[src/info_desc_defines.vh]
// Purpose: Offsets, field positions, reset values for the info descriptor
//          configuration register bank.
// Assumes: Byte-wide register port with a 9-bit byte address.
// Notes:   Included by info_descriptor_config_regs.v only.
`ifndef INFO_DESC_DEFINES_VH
`define INFO_DESC_DEFINES_VH

// ==========================================================================
// Register offsets
`define OFS_INFO_DEVICE_CONFIG 9'h02b
`define OFS_URL_TEXT_LENGTH 9'h02c
`define OFS_MODE_TEXT_LENGTH 9'h02d
`define OFS_SERIAL_FIRST 9'h030
`define OFS_SERIAL_LAST 9'h04f
`define OFS_MAKER_FIRST 9'h050
`define OFS_MAKER_LAST 9'h08f
`define OFS_PRODUCT_FIRST 9'h090
`define OFS_PRODUCT_LAST 9'h0cf
`define OFS_URL_TEXT_STORE 9'h100
`define OFS_MODE_TEXT_STORE 9'h1f0

// ==========================================================================
// Array sizes
`define SERIAL_BYTES 32
`define MAKER_BYTES 64
`define PRODUCT_BYTES 64

// ==========================================================================
// Field positions and values
`define CFG_POWER_MSB 7
`define CFG_POWER_LSB 4
`define CFG_POWER_NONE_BIT 7
`define CFG_ALT_MSB 3
`define CFG_ALT_LSB 2
`define CFG_FAIL_BIT 1
`define CFG_CONNECT_BIT 0
`define CFG_POWER_I2C 4'h8
`define CFG_POWER_RESET 4'h8
`define CFG_ALT_RESET 2'h0
`define TEXT_LENGTH_RESET 8'h00
`define TEXT_BYTE_RESET 8'h00
`define DESC_LENGTH_BASE 9'h002
`define POWER_CODE_RESERVED 4'h7
`define ALT_UNSPECIFIED_ERROR 2'h0
`define ALT_NOT_ATTEMPTED 2'h1
`define ALT_ATTEMPT_FAILED 2'h2
`define ALT_CONFIGURED 2'h3

`endif

[src/info_descriptor_config_regs.v]
// Purpose: Byte-wide configuration registers feeding the info capability
//          descriptor and the serial, maker and product string descriptors.
// Assumes: One writer port shared by EEPROM loader and SMBus engine; string
//          storage at 0x100 upward lives outside, this block only flags it.
// Notes:   I2C mode pins override several fields as read-only views.
`include "info_desc_defines.vh"

// Contract
// - Power code bits 7:4 writable in SMBus mode, reads 1000b in I2C.
// - Power code 0..6 map 1 to 6 W, 7 reserved, top bit means none.
// - Programmed power code is copied into the descriptor power field in SMBus mode; I2C mode gives 1000b.
// - Bits 3:2 drive alt result; I2C mode shows the two result pins.
// - Alt result codes: error, not attempted, failed, configured.
// - Bit 1 is failure info, ignored when power top bit set, zero in I2C.
// - Bit 0 connects the info device; I2C mode follows the connect pin.
// - URL descriptor length byte is two plus twice the URL length.
// - Mode descriptor length byte is two plus twice the mode length.
// - Text lengths reset to zero; zero selects built-in default strings.
// - Serial bytes supply index 1, writable only when custom serial set.
// - Maker bytes supply index 3 when maker length is nonzero.
// - Product bytes supply index 2 when product length is nonzero.
// - Text storage: first string at 0x100, second at 0x1f0.
// - Config-in-progress set on mode entry; upstream held off while set.
module info_descriptor_config_regs (
    input wire clk_in, // Core clock, 25 MHz.
    input wire rst_n_in, // Global reset, active low, asynchronous.
    input wire clk_en_in, // Clock enable; all state holds while low.
    input wire i2c_mode_in, // High selects I2C mode, low SMBus mode.
    input wire config_mode_enter_in, // Pulse: device enters I2C or SMBus mode.
    input wire config_done_in, // Pulse: configuration finished, clears flag.
    input wire custom_serial_allow_in, // High lets serial bytes be written.
    input wire [1:0] alt_result_pins_in, // Alt mode result pins.
    input wire info_connect_pin_in, // Info device connect pin.
    input wire [6:0] maker_text_length_in, // Maker string length in bytes.
    input wire [6:0] product_text_length_in, // Product string length in bytes.
    input wire [7:0] serial_default_in, // Factory serial byte for reset load.
    input wire wr_en_in, // Register write strobe.
    input wire rd_en_in, // Register read strobe.
    input wire [8:0] addr_in, // Register byte address.
    input wire [7:0] wdata_in, // Write data.
    input wire [7:0] str_index_in, // String descriptor index being fetched.
    input wire [5:0] str_byte_in, // Byte position within that string.
    output reg [7:0] rdata_out, // Registered read data.
    output reg [7:0] str_data_out, // Registered string byte.
    output wire str_custom_out, // Selected string comes from registers.
    output reg [3:0] cable_power_code_out, // Descriptor power field.
    output reg [1:0] alt_mode_result_out, // Descriptor alt result field.
    output reg fail_info_out, // Descriptor failure-info field.
    output reg info_device_connect_out, // Info device connected.
    output reg [8:0] url_desc_length_out, // URL descriptor length byte value.
    output reg [8:0] mode_desc_length_out, // Mode descriptor length value.
    output wire url_default_out, // URL string uses built-in default.
    output wire mode_default_out, // Mode string uses built-in default.
    output reg url_store_wr_out, // Write strobe into URL text storage.
    output reg mode_store_wr_out, // Write strobe into mode text storage.
    output reg [7:0] store_offset_out, // Byte offset inside text storage.
    output reg [7:0] store_data_out, // Data for text storage.
    output reg config_in_progress_out, // Configuration active flag.
    output wire upstream_connect_allow_out // Upstream port may connect.
);

    // ======================================================================
    // Decoding helpers
    function in_range;
        input [8:0] a;
        input [8:0] lo;
        input [8:0] hi;
        begin
            in_range = (a >= lo) && (a <= hi);
        end
    endfunction

    reg [3:0] power_code_reg;
    reg [1:0] alt_result_reg;
    reg fail_info_reg;
    reg connect_reg;
    reg [7:0] url_text_length_reg;
    reg [7:0] mode_text_length_reg;
    reg [7:0] serial_text_byte_reg [0:`SERIAL_BYTES-1];
    reg [7:0] maker_text_byte_reg [0:`MAKER_BYTES-1];
    reg [7:0] product_text_byte_reg [0:`PRODUCT_BYTES-1];
    reg serial_loaded_reg;
    reg [5:0] serial_load_idx_reg;

    wire wr_cfg = wr_en_in && (addr_in == `OFS_INFO_DEVICE_CONFIG);
    wire wr_url = wr_en_in && (addr_in == `OFS_URL_TEXT_LENGTH);
    wire wr_mode = wr_en_in && (addr_in == `OFS_MODE_TEXT_LENGTH);
    wire [8:0] serial_rel = addr_in - `OFS_SERIAL_FIRST;
    wire [8:0] maker_rel = addr_in - `OFS_MAKER_FIRST;
    wire [8:0] product_rel = addr_in - `OFS_PRODUCT_FIRST;
    wire hit_serial = in_range(addr_in, `OFS_SERIAL_FIRST, `OFS_SERIAL_LAST);
    wire hit_maker = in_range(addr_in, `OFS_MAKER_FIRST, `OFS_MAKER_LAST);
    wire hit_product =
        in_range(addr_in, `OFS_PRODUCT_FIRST, `OFS_PRODUCT_LAST);

    // ======================================================================
    // Configuration register fields.
    // In I2C mode the pin-driven fields are views, so writes are dropped.
    always @(posedge clk_in or negedge rst_n_in)
    begin
        if (!rst_n_in)
        begin
            power_code_reg <= `CFG_POWER_RESET;
            alt_result_reg <= `CFG_ALT_RESET;
            fail_info_reg <= 1'b0;
            connect_reg <= 1'b0;
        end
        else if (clk_en_in && wr_cfg && !i2c_mode_in)
        begin
            power_code_reg <= wdata_in[`CFG_POWER_MSB:`CFG_POWER_LSB];
            alt_result_reg <= wdata_in[`CFG_ALT_MSB:`CFG_ALT_LSB];
            fail_info_reg <= wdata_in[`CFG_FAIL_BIT];
            connect_reg <= wdata_in[`CFG_CONNECT_BIT];
        end
    end

    // ======================================================================
    // Effective field values as seen by software and the descriptor.
    reg [3:0] eff_power;
    reg [1:0] eff_alt;
    reg eff_fail;
    reg eff_connect;
    always @*
    begin
        eff_power = i2c_mode_in ? `CFG_POWER_I2C : power_code_reg;
        eff_alt = i2c_mode_in ? alt_result_pins_in : alt_result_reg;
        eff_fail = i2c_mode_in ? 1'b0 : fail_info_reg;
        eff_connect = i2c_mode_in ? info_connect_pin_in : connect_reg;
    end

    // ======================================================================
    // Text lengths; values above 120 are the writer's fault and kept as is.
    always @(posedge clk_in or negedge rst_n_in)
    begin
        if (!rst_n_in)
        begin
            url_text_length_reg <= `TEXT_LENGTH_RESET;
            mode_text_length_reg <= `TEXT_LENGTH_RESET;
        end
        else if (clk_en_in)
        begin
            if (wr_url)
                url_text_length_reg <= wdata_in;
            if (wr_mode)
                mode_text_length_reg <= wdata_in;
        end
    end

    // ======================================================================
    // String byte arrays. Serial bytes load the factory value one per cycle
    // after reset, since an async reset may only take constants.
    genvar g;
    generate
        for (g = 0; g < `SERIAL_BYTES; g = g + 1)
        begin : gen_serial
            always @(posedge clk_in or negedge rst_n_in)
            begin
                if (!rst_n_in)
                    serial_text_byte_reg[g] <= `TEXT_BYTE_RESET;
                else if (clk_en_in)
                begin
                    if (!serial_loaded_reg && serial_load_idx_reg[4:0] == g)
                        serial_text_byte_reg[g] <= serial_default_in;
                    else if (wr_en_in && hit_serial &&
                             custom_serial_allow_in &&
                             serial_rel[4:0] == g)
                        serial_text_byte_reg[g] <= wdata_in;
                end
            end
        end
        for (g = 0; g < `MAKER_BYTES; g = g + 1)
        begin : gen_text
            always @(posedge clk_in or negedge rst_n_in)
            begin
                if (!rst_n_in)
                begin
                    maker_text_byte_reg[g] <= `TEXT_BYTE_RESET;
                    product_text_byte_reg[g] <= `TEXT_BYTE_RESET;
                end
                else if (clk_en_in && wr_en_in)
                begin
                    if (hit_maker && maker_rel[5:0] == g)
                        maker_text_byte_reg[g] <= wdata_in;
                    if (hit_product && product_rel[5:0] == g)
                        product_text_byte_reg[g] <= wdata_in;
                end
            end
        end
    endgenerate

    // Factory serial load walker.
    always @(posedge clk_in or negedge rst_n_in)
    begin
        if (!rst_n_in)
        begin
            serial_loaded_reg <= 1'b0;
            serial_load_idx_reg <= 6'h00;
        end
        else if (clk_en_in && !serial_loaded_reg)
        begin
            serial_load_idx_reg <= serial_load_idx_reg + 6'h01;
            if (serial_load_idx_reg[4:0] == 5'h1f)
                serial_loaded_reg <= 1'b1;
        end
    end

    // ======================================================================
    // Configuration-in-progress flag; entry wins over a same-cycle finish.
    always @(posedge clk_in or negedge rst_n_in)
    begin
        if (!rst_n_in)
            config_in_progress_out <= 1'b0;
        else if (clk_en_in)
        begin
            if (config_mode_enter_in)
                config_in_progress_out <= 1'b1;
            else if (config_done_in)
                config_in_progress_out <= 1'b0;
        end
    end
    assign upstream_connect_allow_out = !config_in_progress_out;

    // ======================================================================
    // Descriptor-facing outputs, registered.
    always @(posedge clk_in or negedge rst_n_in)
    begin
        if (!rst_n_in)
        begin
            cable_power_code_out <= `CFG_POWER_RESET;
            alt_mode_result_out <= `CFG_ALT_RESET;
            fail_info_out <= 1'b0;
            info_device_connect_out <= 1'b0;
            url_desc_length_out <= `DESC_LENGTH_BASE;
            mode_desc_length_out <= `DESC_LENGTH_BASE;
        end
        else if (clk_en_in)
        begin
            // Codes 0..6 are watts, 7 reserved, 1xxx no power; passed raw.
            cable_power_code_out <= eff_power;
            alt_mode_result_out <= eff_alt;
            // Failure info is meaningless when no cable power is needed.
            fail_info_out <= eff_fail && !eff_power[3];
            info_device_connect_out <= eff_connect;
            url_desc_length_out <= `DESC_LENGTH_BASE +
                {url_text_length_reg, 1'b0};
            mode_desc_length_out <= `DESC_LENGTH_BASE +
                {mode_text_length_reg, 1'b0};
        end
    end
    assign url_default_out = (url_text_length_reg == 8'h00);
    assign mode_default_out = (mode_text_length_reg == 8'h00);

    // ======================================================================
    // Text storage write strobes; storage itself is outside this block.
    always @(posedge clk_in or negedge rst_n_in)
    begin
        if (!rst_n_in)
        begin
            url_store_wr_out <= 1'b0;
            mode_store_wr_out <= 1'b0;
            store_offset_out <= 8'h00;
            store_data_out <= 8'h00;
        end
        else if (clk_en_in)
        begin
            url_store_wr_out <= wr_en_in && addr_in >= `OFS_URL_TEXT_STORE &&
                addr_in < `OFS_MODE_TEXT_STORE;
            mode_store_wr_out <= wr_en_in &&
                addr_in >= `OFS_MODE_TEXT_STORE;
            store_offset_out <= (addr_in >= `OFS_MODE_TEXT_STORE) ?
                {4'h0, addr_in[3:0]} : addr_in[7:0];
            store_data_out <= wdata_in;
        end
    end

    // ======================================================================
    // Register read-back; text storage is write-only and reads zero.
    always @(posedge clk_in or negedge rst_n_in)
    begin
        if (!rst_n_in)
            rdata_out <= 8'h00;
        else if (clk_en_in && rd_en_in)
        begin
            if (addr_in == `OFS_INFO_DEVICE_CONFIG)
                rdata_out <= {eff_power, eff_alt, eff_fail, eff_connect};
            else if (addr_in == `OFS_URL_TEXT_LENGTH)
                rdata_out <= url_text_length_reg;
            else if (addr_in == `OFS_MODE_TEXT_LENGTH)
                rdata_out <= mode_text_length_reg;
            else if (hit_serial)
                rdata_out <= serial_text_byte_reg[serial_rel[4:0]];
            else if (hit_maker)
                rdata_out <= maker_text_byte_reg[maker_rel[5:0]];
            else if (hit_product)
                rdata_out <= product_text_byte_reg[product_rel[5:0]];
            else
                rdata_out <= 8'h00;
        end
    end

    // ======================================================================
    // String descriptor byte fetch. Maker and product bytes past their length, and serial bytes past 31, read 0.
    wire [6:0] pos = {1'b0, str_byte_in};
    assign str_custom_out = (str_index_in == 8'h01) ||
        (str_index_in == 8'h03 && maker_text_length_in != 7'h00) ||
        (str_index_in == 8'h02 && product_text_length_in != 7'h00);
    always @(posedge clk_in or negedge rst_n_in)
    begin
        if (!rst_n_in)
            str_data_out <= 8'h00;
        else if (clk_en_in)
        begin
            case (str_index_in)
                8'h01:
                    str_data_out <= str_byte_in[5] ? 8'h00 :
                        serial_text_byte_reg[str_byte_in[4:0]];
                8'h02:
                    str_data_out <= (pos < product_text_length_in) ?
                        product_text_byte_reg[str_byte_in] : 8'h00;
                8'h03:
                    str_data_out <= (pos < maker_text_length_in) ?
                        maker_text_byte_reg[str_byte_in] : 8'h00;
                default:
                    str_data_out <= 8'h00;
            endcase
        end
    end

endmodule

[config.mk]
export PLATFORM = sky130hd
export DESIGN_NAME = info_descriptor_config_regs
export DESIGN_NICKNAME = d
export VERILOG_FILES = /design/src/info_descriptor_config_regs.v
export VERILOG_INCLUDE_DIRS = /design/src
export SDC_FILE = /design/constraint.sdc
export NUM_CORES = 2
export LEC_CHECK = 0
export ABC_AREA = 0
export BUFFER_PORTS_ARGS = -buffer_cell sky130_fd_sc_hd__buf_2
export CORE_MARGIN = 2
export CORE_UTILIZATION = 30
export DETAILED_ROUTE_END_ITERATION = 6
export GPL_TIMING_DRIVEN = 0
export SYNTH_ARGS = -nofsm -noshare
export SYNTH_HDL_FRONTEND = slang
export SYNTH_SLANG_ARGS = --single-unit
[constraint.sdc]
create_clock -name clk_in -period 2.95 [get_ports clk_in]
set_clock_uncertainty 0.05 [all_clocks]
set_input_delay 0.1475 -clock clk_in [delete_from_list [all_inputs] [get_ports clk_in]]
set_output_delay 0.1475 -clock clk_in [all_outputs]
set_load 0.01 [all_outputs]
==> summary.md <==
| Metric | Value |
|---|---|
| Post-synth cell types | 76 |
| Post-synth EDFFs | 0 |
| Worst path slowest cell | clkbuf_2 |
| Synthesized cell area | roughly 0.076 mm² |
| Buffers on Ports | around 110 |
| Worst slew pin tran | 1.71 ns |
| Initial core utilization | 0.301 |
| Largest net degree at the start of global routing | between 150 and 200 |
| Max layer used | met5 |
| Root Buffer Master | clkbuf_16 |
| DRT met1 WL | 139,000 µm |
| WHS | -0.824 ns |
| Asr flop ratio synth | 1.00 |
| RSZ-0062 raised after global routing | true |
| Top FF cell, synth | dfrtp_1 |
| Met2 WL post-DR | approximately 160,000 µm |
| CTS Sinks | 1,369 |
| Arr. time, crit path | 3.95 ns |
| Total power | 54.8 mW |
| GRT overflow | 0 |
| HP Class | input port to async pin |
| Max Cap Viol | 6 |
| Final Setup Violations | 217 |
| Failing checks | negative hold slack, max-capacitance violations, max-slew violations, negative setup slack |
| Reg-to-reg endpoint | str_data_out[7] |
| Placer Congestion | approximately 1.1 |
| Fmax | ~300 MHz |
| Wire length per cell | 41.8 µm |
| Vias per cell | 6.61 |
| Setup slack, reg-to-reg | -0.19 ns |
| Crit start category | input port |
| Initial DRC count | approximately 10,000 |
| Status | finished, violations left |
| Crit Path Max Fanout | 12 |
| DRC | 0 |
| Final Util | 0.350 |
| Initial antenna violation count | between 50 and 60 |
| Seq/Total Area, Yosys | 0.449 |
| Clk slew on worst S/H paths | about 0.060 ns |
| Tot GR Track Use | 0.299 |
| First-pass GRT wire length | 526,000 µm |
| R2R cell count | 7 |
| Vias | approximately 63,000 |
| Final hold violations | 428 |
| Worst reg2reg path startpoint | serial_text_byte_reg[31] |
| CP Class | input port to flop |
| Yosys warns | 0 |
| WL met3 | around 59,000 µm |
| IO Count | 130 |
| Period minus WS final | 3.28 ns |
| Post-synthesis instance total | about 5,600 |
| Nets@finish | roughly 6,000 |
| Vias in the first global route | about 60,000 |
| Place WS | -3.50 ns |
| ANT nets after route | 0 |
| Floorplan row count | between 150 and 200 |
| Mean Syn Cell Area | approximately 14 µm² |
| Die Ht | around 500 µm |
| Crit path from | addr_in[4] |
| Max Slew Vio Count | 55 |
| Layout cells sized above 1 | 0.451 |
| Num CTS Buffers | approximately 160 |
| Max incr delay on CP | just over 0.8 ns |
| CTS tree | done |
| CP required | roughly 3.6 ns |
| Final Cycle Share | 1.11 |
| Area Growth Syn to Fin | 16.3% |
| Core area | 0.253 mm² |
| First-pass DRT Iterations | 6 |
| Final instance area | about 0.089 mm² |
| Relative slew slack | -0.142 |
| Pwr/cell area | a little over 600 mW/mm² |
| Chip Width | between 500 and 600 µm |
| Total routed wirelength | approximately 400,000 µm |
| Placed cell area | approximately 0.082 mm² |
| VDD IR max | 0.586 mV |
| DIE AREA | ~0.26 mm² |
| Top cell by count, worst path | clkbuf_2 |
| Clock latency on the worst-skew pair | about 0.89 ns |
| Clock H-tree levels | 4 |
| CP Capture Type | flop |
| Critical Path Sink | rdata_out[6] |
| Leak pwr | around 39 nW |
| Clk buf depth | 3 |
| #FFs+latches synth | 1,369 |
| Setup WS post-layout | -0.333 ns |
| Cell Chain, Critical Path | buf_2 -> clkbuf_2 -> clkbuf_2 -> clkbuf_2 -> a211oi_1 -> o21ai_0 -> nand2_1 -> a22oi_1 |
| Hpwl dp | around 280,000 µm |
[worst max-delay path: cells and delay by family]
kind / cells / cell delay (ns)
buf+inv: 4 / 2.72
compound gates: 3 / 0.77
simple gates: 1 / 0.23
[repair_timing]
action | CTS | global route
resized for setup | 333 | 113
pin swaps | 6 | 7
buffers inserted | 14 | 2
hold buffers | 24 | 2
endpoints found under the setup margin | 1325 | 445
hold endpoints to repair | 502 | 242
[power by group]
group	total, mW	leakage [nW]	internal (mW)	switching (mW)
sequential	22.9	18.5	20.9	2.07
combinational	11.1	18.3	4.41	6.68
clock	20.8	2.61	11.7	9.03
[how the worst min path moves through the flow]
| stage | end | slack [ns] | cells after the start | from |
|---|---|---|---|---|
| floorplan | alt_mode_result_out[0] | -0.20 | 0 | rst_n_in |
| global route | maker_text_byte_reg[200] | -0.76 | 1 | rst_n_in |
| CTS | maker_text_byte_reg[200] | -0.75 | 1 | rst_n_in |
| detailed placement | maker_text_byte_reg[200] | 0.12 | 1 | rst_n_in |
| finish | maker_text_byte_reg[200] | -0.82 | 1 | rst_n_in |
| global placement | config_in_progress_out | 0.34 | 2 | config_mode_enter_in |
[stage by stage]
step / setup TNS (ns) / instances
finish: -19.56 / 9466
global route: -0.324 / 9425
CTS: -0.0128 / 9417
detailed placement: -2740.18 / 9102
global placement: - / 9078
floorplan: 0 / 5599
[synth_stat cells, types with 24 or more instances]
cell type | count | area (µm²)
buf_1 | 50 | 188
dfrtp_1 | 1365 | 34200
ha_1 | 24 | 300
inv_1 | 31 | 116
nor2_1 | 114 | 428
o21ai_0 | 40 | 200
a21oi_1 | 241 | 1210
o221ai_1 | 33 | 289
clkbuf_1 | 328 | 1230
nor3_1 | 47 | 235
buf_2 | 134 | 671
mux2_2 | 1324 | 14900
o22ai_1 | 38 | 238
mux4_2 | 575 | 12900
nand3_1 | 67 | 335
a22oi_1 | 167 | 1250
a22o_1 | 43 | 377
a31oi_1 | 134 | 838
nor2b_1 | 27 | 169
nand2_1 | 230 | 863
mux2i_1 | 259 | 2590
a211oi_1 | 29 | 218
[cells by family after synthesis]
group           count (synthesis)  synth area share
xor+xnor                       15           0.00172
simple gates                  597            0.0373
compound gates                854            0.0749
buf+inv                       563            0.0308
flops                        1369             0.449
fa+ha+maj                      24           0.00394
other cells                     1         0.0000492
mux                          2175             0.402
[cells in the final DEF, fill, tap and decap left out, types with 65 or more instances in the layout]
| master | Yosys | routed |
|---|---|---|
| a22oi_1 | 167 | 163 |
| mux2i_1 | 259 | 254 |
| a21oi_1 | 241 | 232 |
| mux2_2 | 1324 | 1324 |
| a31oi_1 | 134 | 134 |
| nand3_1 | 67 | 65 |
| nor2_1 | 114 | 95 |
| buf_2 | 134 | 167 |
| clkbuf_1 | 328 | 274 |
| dfrtp_1 | 1365 | 1365 |
| mux4_2 | 575 | 575 |
| clkbuf_2 | 0 | 65 |
| clkbuf_16 | 0 | 159 |
| nand2_1 | 230 | 211 |
[area by class of cell]
cell class | instances | area [µm²]
Fill cell | 24500 | 165000
Multi-Input combinational cell | 3667 | 40300
Sequential cell | 1369 | 34300
Clock buffer | 238 | 4640
Tap cell | 3366 | 4210
Buffer | 513 | 2900
Timing Repair Buffer | 179 | 1410
Clock inverter | 52 | 694
Inverter | 33 | 131
Antenna cell | 49 | 123
[routing by layer]
metal / GRT usage / vias to the layer above
li1: - / 22400
met2: 0.409 / 5802
met5: 0 / -
met3: 0.148 / 1680
met1: 0.354 / 32600
met4: 0.234 / 22
No activity file was read; power rests on OpenSTA's default activity.
